[config.mk]
export PLATFORM = sky130hd
export DESIGN_NAME = tune_host_flat
export DESIGN_NICKNAME = d
export VERILOG_FILES = /design/src/rtl/tune_pkg.sv /design/src/rtl/tune_if.sv /design/src/rtl/tune_host.sv /design/src/flat_wrapper.sv
export SDC_FILE = /design/constraint.sdc
export NUM_CORES = 1
export LEC_CHECK = 0
export ABC_AREA = 0
export BUFFER_PORTS_ARGS = -buffer_cell sky130_fd_sc_hd__buf_4
export CAP_MARGIN = 25
export CORE_MARGIN = 2
export CORE_UTILIZATION = 60
export CTS_BUF_LIST = sky130_fd_sc_hd__clkbuf_16
export DETAILED_ROUTE_END_ITERATION = 8
export GPL_ROUTABILITY_DRIVEN = 0
export PLACE_DENSITY = 0.93
export RECOVER_POWER = 50
export SLEW_MARGIN = 20
export SYNTH_ARGS = -nofsm -noshare
export SYNTH_HDL_FRONTEND = slang
export SYNTH_SLANG_ARGS = --single-unit
[constraint.sdc]
create_clock -name aclk -period 6.1 [get_ports aclk]
set_input_delay 0 -clock aclk [delete_from_list [all_inputs] [get_ports aclk]]
set_output_delay 0 -clock aclk [all_outputs]
set_load 0.01 [all_outputs]
[src/rtl/tune_pkg.sv]
package tune_pkg;
	// device register map
	localparam logic [1:0]  reg_lower       = 2'h0;
	localparam logic [1:0]  reg_upper       = 2'h1;
	localparam logic [1:0]  reg_range       = 2'h2;
	localparam int          word_w          = 26;
	localparam int          upper_word_w    = 10;
	localparam int          oe_bit          = 10;
	localparam int          range_w         = 4;
	localparam logic [15:0] lower_reset     = 16'h0000;
	localparam logic [15:0] upper_reset     = 16'h0000;
	localparam logic [25:0] word_max        = 26'h1ff_ffff;
	localparam logic [25:0] word_min        = 26'h200_0001;

	// timing
	localparam int clk_hz          = 40_000_000;
	localparam int clk_ns          = 25;
	localparam int update_rate_hz  = 38_000;
	localparam int delay_ns        = 1000;
	localparam int settle_ns       = 10000;
	localparam int enable_ns       = 1000;
	localparam int gap_cycles      = (clk_hz + update_rate_hz - 1) / update_rate_hz;
	localparam int delay_cycles    = (delay_ns + clk_ns - 1) / clk_ns;
	localparam int settle_cycles   = (settle_ns + clk_ns - 1) / clk_ns;
	localparam int enable_cycles   = (enable_ns + clk_ns - 1) / clk_ns;

	// controller register map
	localparam logic [7:0]  cmd_addr        = 8'h00;
	localparam logic [7:0]  arg_addr        = 8'h04;
	localparam logic [7:0]  status_addr     = 8'h08;
	localparam logic [7:0]  shadow_addr     = 8'h0c;
	localparam logic [1:0]  op_word         = 2'h1;
	localparam logic [1:0]  op_range        = 2'h2;
	localparam logic [1:0]  op_oe           = 2'h3;
	localparam int          wrap_bit        = 4;
	localparam logic [1:0]  resp_okay       = 2'h0;
	localparam logic [1:0]  resp_slverr     = 2'h2;

	// half-width of the span in quarter ppm
	function automatic logic [15:0] span_q4(input logic [3:0] code);
		logic [15:0] s;
		s = 16'h0000;
		case (code)
			4'h0: s = 16'd25;
			4'h1: s = 16'd40;
			4'h2: s = 16'd50;
			4'h3: s = 16'd100;
			4'h4: s = 16'd200;
			4'h5: s = 16'd320;
			4'h6: s = 16'd400;
			4'h7: s = 16'd500;
			4'h8: s = 16'd600;
			4'h9: s = 16'd800;
			4'ha: s = 16'd1600;
			4'hb: s = 16'd2400;
			4'hc: s = 16'd3200;
			4'hd: s = 16'd4800;
			4'he: s = 16'd6400;
			default: s = 16'd12800;
		endcase
		return s;
	endfunction

	// frequency step in units of 1e-13
	function automatic logic [9:0] step_e13(input logic [3:0] code);
		logic [9:0] r;
		r = 10'd50;
		case (code)
			4'ha: r = 10'd100;
			4'hb: r = 10'd140;
			4'hc: r = 10'd210;
			4'hd: r = 10'd320;
			4'he: r = 10'd470;
			4'hf: r = 10'd940;
			default: r = 10'd50;
		endcase
		return r;
	endfunction

	// full scale is +/-(2^25-1); the lone most negative code is pulled in
	function automatic logic [25:0] clamp_word(input logic [25:0] w);
		return (w == 26'h200_0000) ? word_min : w;
	endfunction
endpackage

[src/rtl/tune_if.sv]
`timescale 1ns/1ps
interface tune_if;
	logic        wr_en;
	logic        rd_en;
	logic [1:0]  addr;
	logic [15:0] wdata;
	logic [15:0] rdata;
	logic        rvalid;

	modport device (input wr_en, input rd_en, input addr, input wdata, output rdata, output rvalid);
	modport host   (output wr_en, output rd_en, output addr, output wdata, input rdata, input rvalid);
endinterface

[src/rtl/tune_host.sv]
// The address map and the AXI4-Lite register port are this design's own decisions.
`timescale 1ns/1ps
module tune_host (
	// clock and reset
	input  wire logic        aclk,
	input  wire logic        aresetn,
	input  wire logic        ce,
	// axi4-lite write
	input  wire logic [7:0]  s_axi_awaddr,
	input  wire logic        s_axi_awvalid,
	output logic             s_axi_awready,
	input  wire logic [31:0] s_axi_wdata,
	input  wire logic        s_axi_wvalid,
	output logic             s_axi_wready,
	output logic [1:0]       s_axi_bresp,
	output logic             s_axi_bvalid,
	input  wire logic        s_axi_bready,
	// axi4-lite read
	input  wire logic [7:0]  s_axi_araddr,
	input  wire logic        s_axi_arvalid,
	output logic             s_axi_arready,
	output logic [31:0]      s_axi_rdata,
	output logic [1:0]       s_axi_rresp,
	output logic             s_axi_rvalid,
	input  wire logic        s_axi_rready,
	// device side
	tune_if.host             link
);
	typedef enum logic [7:0] {
		st_idle     = 8'b0000_0001,
		st_rd       = 8'b0000_0010,
		st_rd_wait  = 8'b0000_0100,
		st_wr_lo    = 8'b0000_1000,
		st_wr_up    = 8'b0001_0000,
		st_wr_range = 8'b0010_0000,
		st_wr_oe    = 8'b0100_0000,
		st_gap      = 8'b1000_0000
	} state_t;

	state_t      state;
	logic [7:0]  aw_addr;
	logic [31:0] w_data;
	logic        aw_held;
	logic        w_held;
	logic [31:0] arg;
	logic [4:0]  cmd;
	logic [15:0] shadow;
	logic        reenable;
	logic        oe_val;
	logic [15:0] gap_cnt;
	logic        wr_fire;
	logic        cmd_take;
	logic [25:0] word;

	assign wr_fire  = aw_held && w_held && !s_axi_bvalid;
	assign cmd_take = wr_fire && aw_addr == tune_pkg::cmd_addr && state == st_idle;

	// saturate the software integer into the 26-bit signed word
	always_comb
	begin
		if ($signed(arg) > $signed({6'h00, tune_pkg::word_max}))
			word = tune_pkg::word_max;
		else if ($signed(arg) < -$signed({6'h00, tune_pkg::word_max}))
			word = tune_pkg::word_min;
		else
			word = arg[25:0];
	end

	// axi write channels, address and data taken in either order
	always_ff @(posedge aclk)
	begin
		if (!aresetn)
		begin
			s_axi_awready <= 1'b1;
			s_axi_wready  <= 1'b1;
			s_axi_bvalid  <= 1'b0;
			s_axi_bresp   <= tune_pkg::resp_okay;
			aw_held       <= 1'b0;
			w_held        <= 1'b0;
			aw_addr       <= 8'h00;
			w_data        <= 32'h0000_0000;
			arg           <= 32'h0000_0000;
		end
		else if (ce)
		begin
			if (s_axi_awvalid && s_axi_awready)
			begin
				aw_addr       <= s_axi_awaddr;
				aw_held       <= 1'b1;
				s_axi_awready <= 1'b0;
			end
			if (s_axi_wvalid && s_axi_wready)
			begin
				w_data       <= s_axi_wdata;
				w_held       <= 1'b1;
				s_axi_wready <= 1'b0;
			end
			if (wr_fire)
			begin
				aw_held      <= 1'b0;
				w_held       <= 1'b0;
				s_axi_bvalid <= 1'b1;
				s_axi_bresp  <= tune_pkg::resp_okay;
				if (aw_addr == tune_pkg::arg_addr)
					arg <= w_data;
				else if (aw_addr != tune_pkg::cmd_addr || state != st_idle)
					s_axi_bresp <= tune_pkg::resp_slverr;
			end
			if (s_axi_bvalid && s_axi_bready)
			begin
				s_axi_bvalid  <= 1'b0;
				s_axi_awready <= 1'b1;
				s_axi_wready  <= 1'b1;
			end
		end
	end

	// axi read channel
	always_ff @(posedge aclk)
	begin
		if (!aresetn)
		begin
			s_axi_arready <= 1'b1;
			s_axi_rvalid  <= 1'b0;
			s_axi_rdata   <= 32'h0000_0000;
			s_axi_rresp   <= tune_pkg::resp_okay;
		end
		else if (ce)
		begin
			if (s_axi_arvalid && s_axi_arready)
			begin
				s_axi_arready <= 1'b0;
				s_axi_rvalid  <= 1'b1;
				s_axi_rresp   <= tune_pkg::resp_okay;
				case (s_axi_araddr)
					tune_pkg::cmd_addr:    s_axi_rdata <= {27'h000_0000, cmd};
					tune_pkg::arg_addr:    s_axi_rdata <= arg;
					tune_pkg::status_addr: s_axi_rdata <= {31'h0000_0000, state != st_idle};
					tune_pkg::shadow_addr: s_axi_rdata <= {16'h0000, shadow};
					default:
					begin
						s_axi_rdata <= 32'h0000_0000;
						s_axi_rresp <= tune_pkg::resp_slverr;
					end
				endcase
			end
			if (s_axi_rvalid && s_axi_rready)
			begin
				s_axi_rvalid  <= 1'b0;
				s_axi_arready <= 1'b1;
			end
		end
	end

	// sequencer driving the device register port
	always_ff @(posedge aclk)
	begin
		if (!aresetn)
		begin
			state      <= st_idle;
			cmd        <= 5'h00;
			shadow     <= 16'h0000;
			reenable   <= 1'b0;
			oe_val     <= 1'b0;
			gap_cnt    <= 16'h0000;
			link.wr_en <= 1'b0;
			link.rd_en <= 1'b0;
			link.addr  <= tune_pkg::reg_lower;
			link.wdata <= 16'h0000;
		end
		else if (ce)
		begin
			link.wr_en <= 1'b0;
			link.rd_en <= 1'b0;
			case (state)
				st_idle:
					if (cmd_take)
					begin
						cmd    <= w_data[4:0];
						oe_val <= arg[0];
						if (w_data[1:0] == tune_pkg::op_range)
							state <= st_wr_range;
						else if (w_data[1:0] != 2'h0)
							state <= st_rd;
					end
				st_rd:
				begin
					link.rd_en <= 1'b1;
					link.addr  <= tune_pkg::reg_upper;
					state      <= st_rd_wait;
				end
				st_rd_wait:
					if (link.rvalid)
					begin
						shadow   <= link.rdata;
						reenable <= cmd[tune_pkg::wrap_bit] && link.rdata[tune_pkg::oe_bit];
						oe_val   <= (cmd[1:0] == tune_pkg::op_oe) ? oe_val : link.rdata[tune_pkg::oe_bit];
						state    <= (cmd[1:0] == tune_pkg::op_oe) ? st_wr_oe : st_wr_lo;
					end
				st_wr_lo:
				begin
					link.wr_en <= 1'b1;
					link.addr  <= tune_pkg::reg_lower;
					link.wdata <= word[15:0];
					state      <= st_wr_up;
				end
				st_wr_up:
				begin
					link.wr_en <= 1'b1;
					link.addr  <= tune_pkg::reg_upper;
					link.wdata <= {shadow[15:11], oe_val && !reenable, word[25:16]};
					shadow     <= {shadow[15:11], oe_val && !reenable, word[25:16]};
					gap_cnt    <= 16'(tune_pkg::gap_cycles);
					state      <= st_gap;
				end
				st_wr_range:
				begin
					link.wr_en <= 1'b1;
					link.addr  <= tune_pkg::reg_range;
					link.wdata <= {12'h000, arg[3:0]};
					gap_cnt    <= 16'(tune_pkg::gap_cycles);
					state      <= st_gap;
				end
				st_wr_oe:
				begin
					link.wr_en <= 1'b1;
					link.addr  <= tune_pkg::reg_upper;
					link.wdata <= {shadow[15:11], oe_val || reenable, shadow[9:0]};
					shadow     <= {shadow[15:11], oe_val || reenable, shadow[9:0]};
					reenable   <= 1'b0;
					gap_cnt    <= 16'(tune_pkg::gap_cycles);
					state      <= st_gap;
				end
				st_gap:
				begin
					gap_cnt <= gap_cnt - 16'h0001;
					if (gap_cnt == 16'h0001)
						state <= reenable ? st_wr_oe : st_idle;
				end
				default: state <= st_idle;
			endcase
		end
	end
endmodule

[src/flat_wrapper.sv]
// flat-port wrapper written by rule: the top's interface ports become plain ports
module tune_host_flat 
  (aclk, aresetn, ce, s_axi_awaddr, s_axi_awvalid, s_axi_awready, s_axi_wdata, s_axi_wvalid, s_axi_wready, s_axi_bresp, s_axi_bvalid, s_axi_bready, s_axi_araddr, s_axi_arvalid, s_axi_arready, s_axi_rdata, s_axi_rresp, s_axi_rvalid, s_axi_rready, link_wr_en, link_rd_en, link_addr, link_wdata, link_rdata, link_rvalid);
  tune_if link_i ();
  input  wire logic aclk;
  input  wire logic aresetn;
  input  wire logic ce;
  input  wire logic [7:0] s_axi_awaddr;
  input  wire logic s_axi_awvalid;
  output logic s_axi_awready;
  input  wire logic [31:0] s_axi_wdata;
  input  wire logic s_axi_wvalid;
  output logic s_axi_wready;
  output logic [1:0] s_axi_bresp;
  output logic s_axi_bvalid;
  input  wire logic s_axi_bready;
  input  wire logic [7:0] s_axi_araddr;
  input  wire logic s_axi_arvalid;
  output logic s_axi_arready;
  output logic [31:0] s_axi_rdata;
  output logic [1:0] s_axi_rresp;
  output logic s_axi_rvalid;
  input  wire logic s_axi_rready;
  output wire logic [$bits(link_i.wr_en)-1:0] link_wr_en;
  output wire logic [$bits(link_i.rd_en)-1:0] link_rd_en;
  output wire logic [$bits(link_i.addr)-1:0] link_addr;
  output wire logic [$bits(link_i.wdata)-1:0] link_wdata;
  input wire logic [$bits(link_i.rdata)-1:0] link_rdata;
  input wire logic [$bits(link_i.rvalid)-1:0] link_rvalid;
  assign link_wr_en = link_i.wr_en;
  assign link_rd_en = link_i.rd_en;
  assign link_addr = link_i.addr;
  assign link_wdata = link_i.wdata;
  assign link_i.rdata = link_rdata;
  assign link_i.rvalid = link_rvalid;
  tune_host u_core (.aclk(aclk), .aresetn(aresetn), .ce(ce), .s_axi_awaddr(s_axi_awaddr), .s_axi_awvalid(s_axi_awvalid), .s_axi_awready(s_axi_awready), .s_axi_wdata(s_axi_wdata), .s_axi_wvalid(s_axi_wvalid), .s_axi_wready(s_axi_wready), .s_axi_bresp(s_axi_bresp), .s_axi_bvalid(s_axi_bvalid), .s_axi_bready(s_axi_bready), .s_axi_araddr(s_axi_araddr), .s_axi_arvalid(s_axi_arvalid), .s_axi_arready(s_axi_arready), .s_axi_rdata(s_axi_rdata), .s_axi_rresp(s_axi_rresp), .s_axi_rvalid(s_axi_rvalid), .s_axi_rready(s_axi_rready), .link(link_i));
endmodule
==> metrics <==
status completed; clock power share approximately 43%; Sink Count 180; first-pass GRT wire length 39390 µm; Seq/Total Area, Yosys 45.23%; post-route setup TNS 0 ns; initial core utilization approximately three fifths; crit-path most repeated cell clkbuf_1; antenna violation net count after detailed routing 0; Mapped Cells between 900 and 1000; Pwr Density approximately 260 mW/mm²; pin count of the biggest net entering global routing just under 80; top_reg_cell synth dfxtp_1; crit path DAT between 3 and 4 ns; Slew Viols, Final 0; FILL cells 860; P_sw between 0.6 and 0.7 mW; die area roughly 0.014 mm²; # DRC 0; die height around 120 µm; Total Wirelength about 25000 µm; total grt overflow 0; CTS Buffer Depth 2; area grow syn2layout 25.91%; cts bufs inserted 17; Sw Share a little over a quarter; Initial DRC Count between 1000 and 1500; RSZ-0062 raised after global routing false; Critical Path RT about 6.5 ns; CP Class in2reg; Seq pwr share a little under half; Root Buffer Master clkbuf_16; initial antenna violation count 0; Final Hold Viols 0; worst rel slew slack between 20% and 30%; Core Region 0.01309 mm²; H-tree depth 4; routed vias/inst roughly 6.3; Unique masters post-synth between 70 and 80; HP Class in2reg; post-DP HPWL around 15000 µm; min Tclk post-route around 3.1 ns; crit path max fanout 25; top cells by area, synth dfxtp_1, nand2_1, a21oi_1; Fin Hold WS between 0.015 and 0.02 ns; row count 42; cell family with most CP delay buffers and inverters; Slew @ Worst Pin ~1.2 ns; critical-path cell list dlygate4sd3_1, clkbuf_1, and3_1, clkbuf_1, nand2_1, a2bb2oi_1, nor2_1; Setup violations, final 0; Syn Area/Cell 8.139 µm²; EDFF count, synth 0; I/O Buffers ~130; Synth warnings 0; Leak 3.595 nW; CP Launch Type input port; Pint 1.944 mW; max-cap viol count 0; layout cells sized above 1 ~12%; drt wl/cell 18.81 µm; antenna diode count 0; crit share post-route approximately half; Mapped Area approximately 0.0080 mm²; CTS tree done; Die Span X approximately 120 µm; Net count, final 1206; Clock transition at path regs 0.08 ns; Via Count roughly 8400; crit end category flop; upper clock frequency limit ~320 MHz; Crit-path slowest cell clkbuf_1; IO Pins 134; Comb pwr share around a tenth; top cell type by total area after synthesis dfxtp_1; Fin Clk Skew approximately 0.015 ns; PnR Total Power about 2.6 mW; Yosys reg bits 180; share of flip-flops with an asynchronous set or reset 0%; post-synth top area share 45.23%; CP Buf/Inv Count 3; GRT Total Usage about a third; worst skew pair latency 0.45 ns; Worst path max stage delay roughly 0.85 ns; Detailed Routing Iterations Pass 1 6; VDD IR max 0.3041 mV; number of global-route vias before repair just under 8000
-- cell usage in the layout, fill, tap and decap left out, types with 6 or more instances in the layout --
cell type / Yosys / layout
a21oi_1: 131 / 130
a22oi_1: 11 / 11
a2bb2oi_1: 25 / 25
a32o_1: 6 / 6
buf_4: 2 / 79
clkbuf_1: 61 / 61
clkbuf_16: 0 / 17
dfxtp_1: 180 / 180
dlygate4sd3_1: 0 / 67
inv_1: 6 / 6
mux2i_1: 18 / 18
nand2_1: 210 / 210
nand2b_1: 9 / 9
nand3_1: 38 / 38
nand4_1: 6 / 6
nor2_1: 64 / 64
nor3_1: 6 / 6
nor4_1: 10 / 9
o211ai_1: 11 / 11
o21a_1: 9 / 9
o21ai_0: 42 / 42
o41ai_1: 7 / 7
or3_1: 8 / 8
or4_1: 8 / 8
-- metal layers --
metal	track usage [%]	wire length [µm]	share of wire, %
met2	57.00	11710	47
met5	0	0	0
met4	15.33	1007	4.1
met1	43.42	9487	38
met3	8.381	2619	11
-- final timing paths --
check	from	to	slack [ns]	cells after the start
setup reg to reg	u_core.state[1]	u_core.link.wdata[8]	3.19	5
hold reg to reg	u_core.s_axi_rdata[28]	u_core.s_axi_rdata[28]	0.45	2
hold / removal	s_axi_araddr[6]	u_core.s_axi_rdata[2]	0.02	4
setup / recovery	ce	u_core.s_axi_rdata[11]	2.98	7
-- state kept, by name, indices dropped and copies added, names as in the netlist, 2 cells and up --
signal / cells
u_core.arg: 32
u_core.link.wdata: 16
u_core.state: 8
u_core.shadow: 16
u_core.s_axi_rdata: 32
u_core.cmd: 5
u_core.aw_addr: 8
u_core.w_data: 32
u_core.link.addr: 2
u_core.gap_cnt: 16
-- synth_stat cells (11+ instances only) --
cell       instances
clkbuf_1          61
o21ai_0           42
nor2_1            64
a22oi_1           11
mux2i_1           18
a2bb2oi_1         25
dfxtp_1          180
a21oi_1          131
nand2_1          210
o211ai_1          11
buf_2             12
nand3_1           38
-- metrics by stage --
stage | instances | setup slack, ns | area (µm²) | util (%)
after floorplan | 980 | 3.918 | 7971 | -
after global placement | 1218 | 3.412 | 8920 | 68.17
after detailed placement | 1220 | 3.254 | 8959 | 68.46
after CTS | 1319 | 3.029 | 10240 | 78.27
after global routing | 1320 | 2.826 | 10030 | 76.67
final | 1320 | 2.984 | 10030 | 76.67
-- repair_timing --
action | in CTS | in global routing
buffers inserted | 0 | 0
resized for setup | 0 | 0
hold buffers | 67 | 0
endpoints found under the hold margin | 68 | 0
-- worst register-to-register path: cells and delay by family, from the launching register on --
family / cells / cell delay [ns]
flops: 1 / 0.41
simple gates: 3 / 1.78
compound gates: 2 / 0.64
-- kinds of logic (layout without fill, tap and decap cells) --
kind of cell | Yosys count | after routing | synth area share, %
XOR/XNOR | 4 | 4 | 0.4398
adder cells (fa/ha/maj) | 2 | 2 | 0.3140
buffers and inverters | 86 | 250 | 4.523
AO/OA/AOI/OAI | 285 | 285 | 22.97
flip-flops | 180 | 180 | 45.23
multiplexers | 19 | 19 | 2.544
other | 1 | 2 | 0.04707
AND/OR/NAND/NOR | 402 | 402 | 23.93
-- area by class of cell --
cell class | count | area, µm² | area share, %
sequential | 180 | 3603 | 35.92
timing repair buffer | 210 | 1546 | 15.42
tap | 176 | 220.2 | 2.195
multi-input combinational | 714 | 4018 | 40.05
clock buffer | 17 | 425.4 | 4.240
clock inverter | 15 | 187.7 | 1.871
inverter | 8 | 31.28 | 0.3118
-- power groups by stage --
stage               clock network [mW]  registers (mW)  logic, mW
global route                      1.18            1.22      0.299
floorplan                            0            1.23      0.165
detailed placement                   0            1.24      0.234
CTS                               1.14            1.21      0.271
finish                            1.13            1.22      0.279
global placement                     0            1.24      0.227
Note: power is estimated with default switching activity, not from simulation.
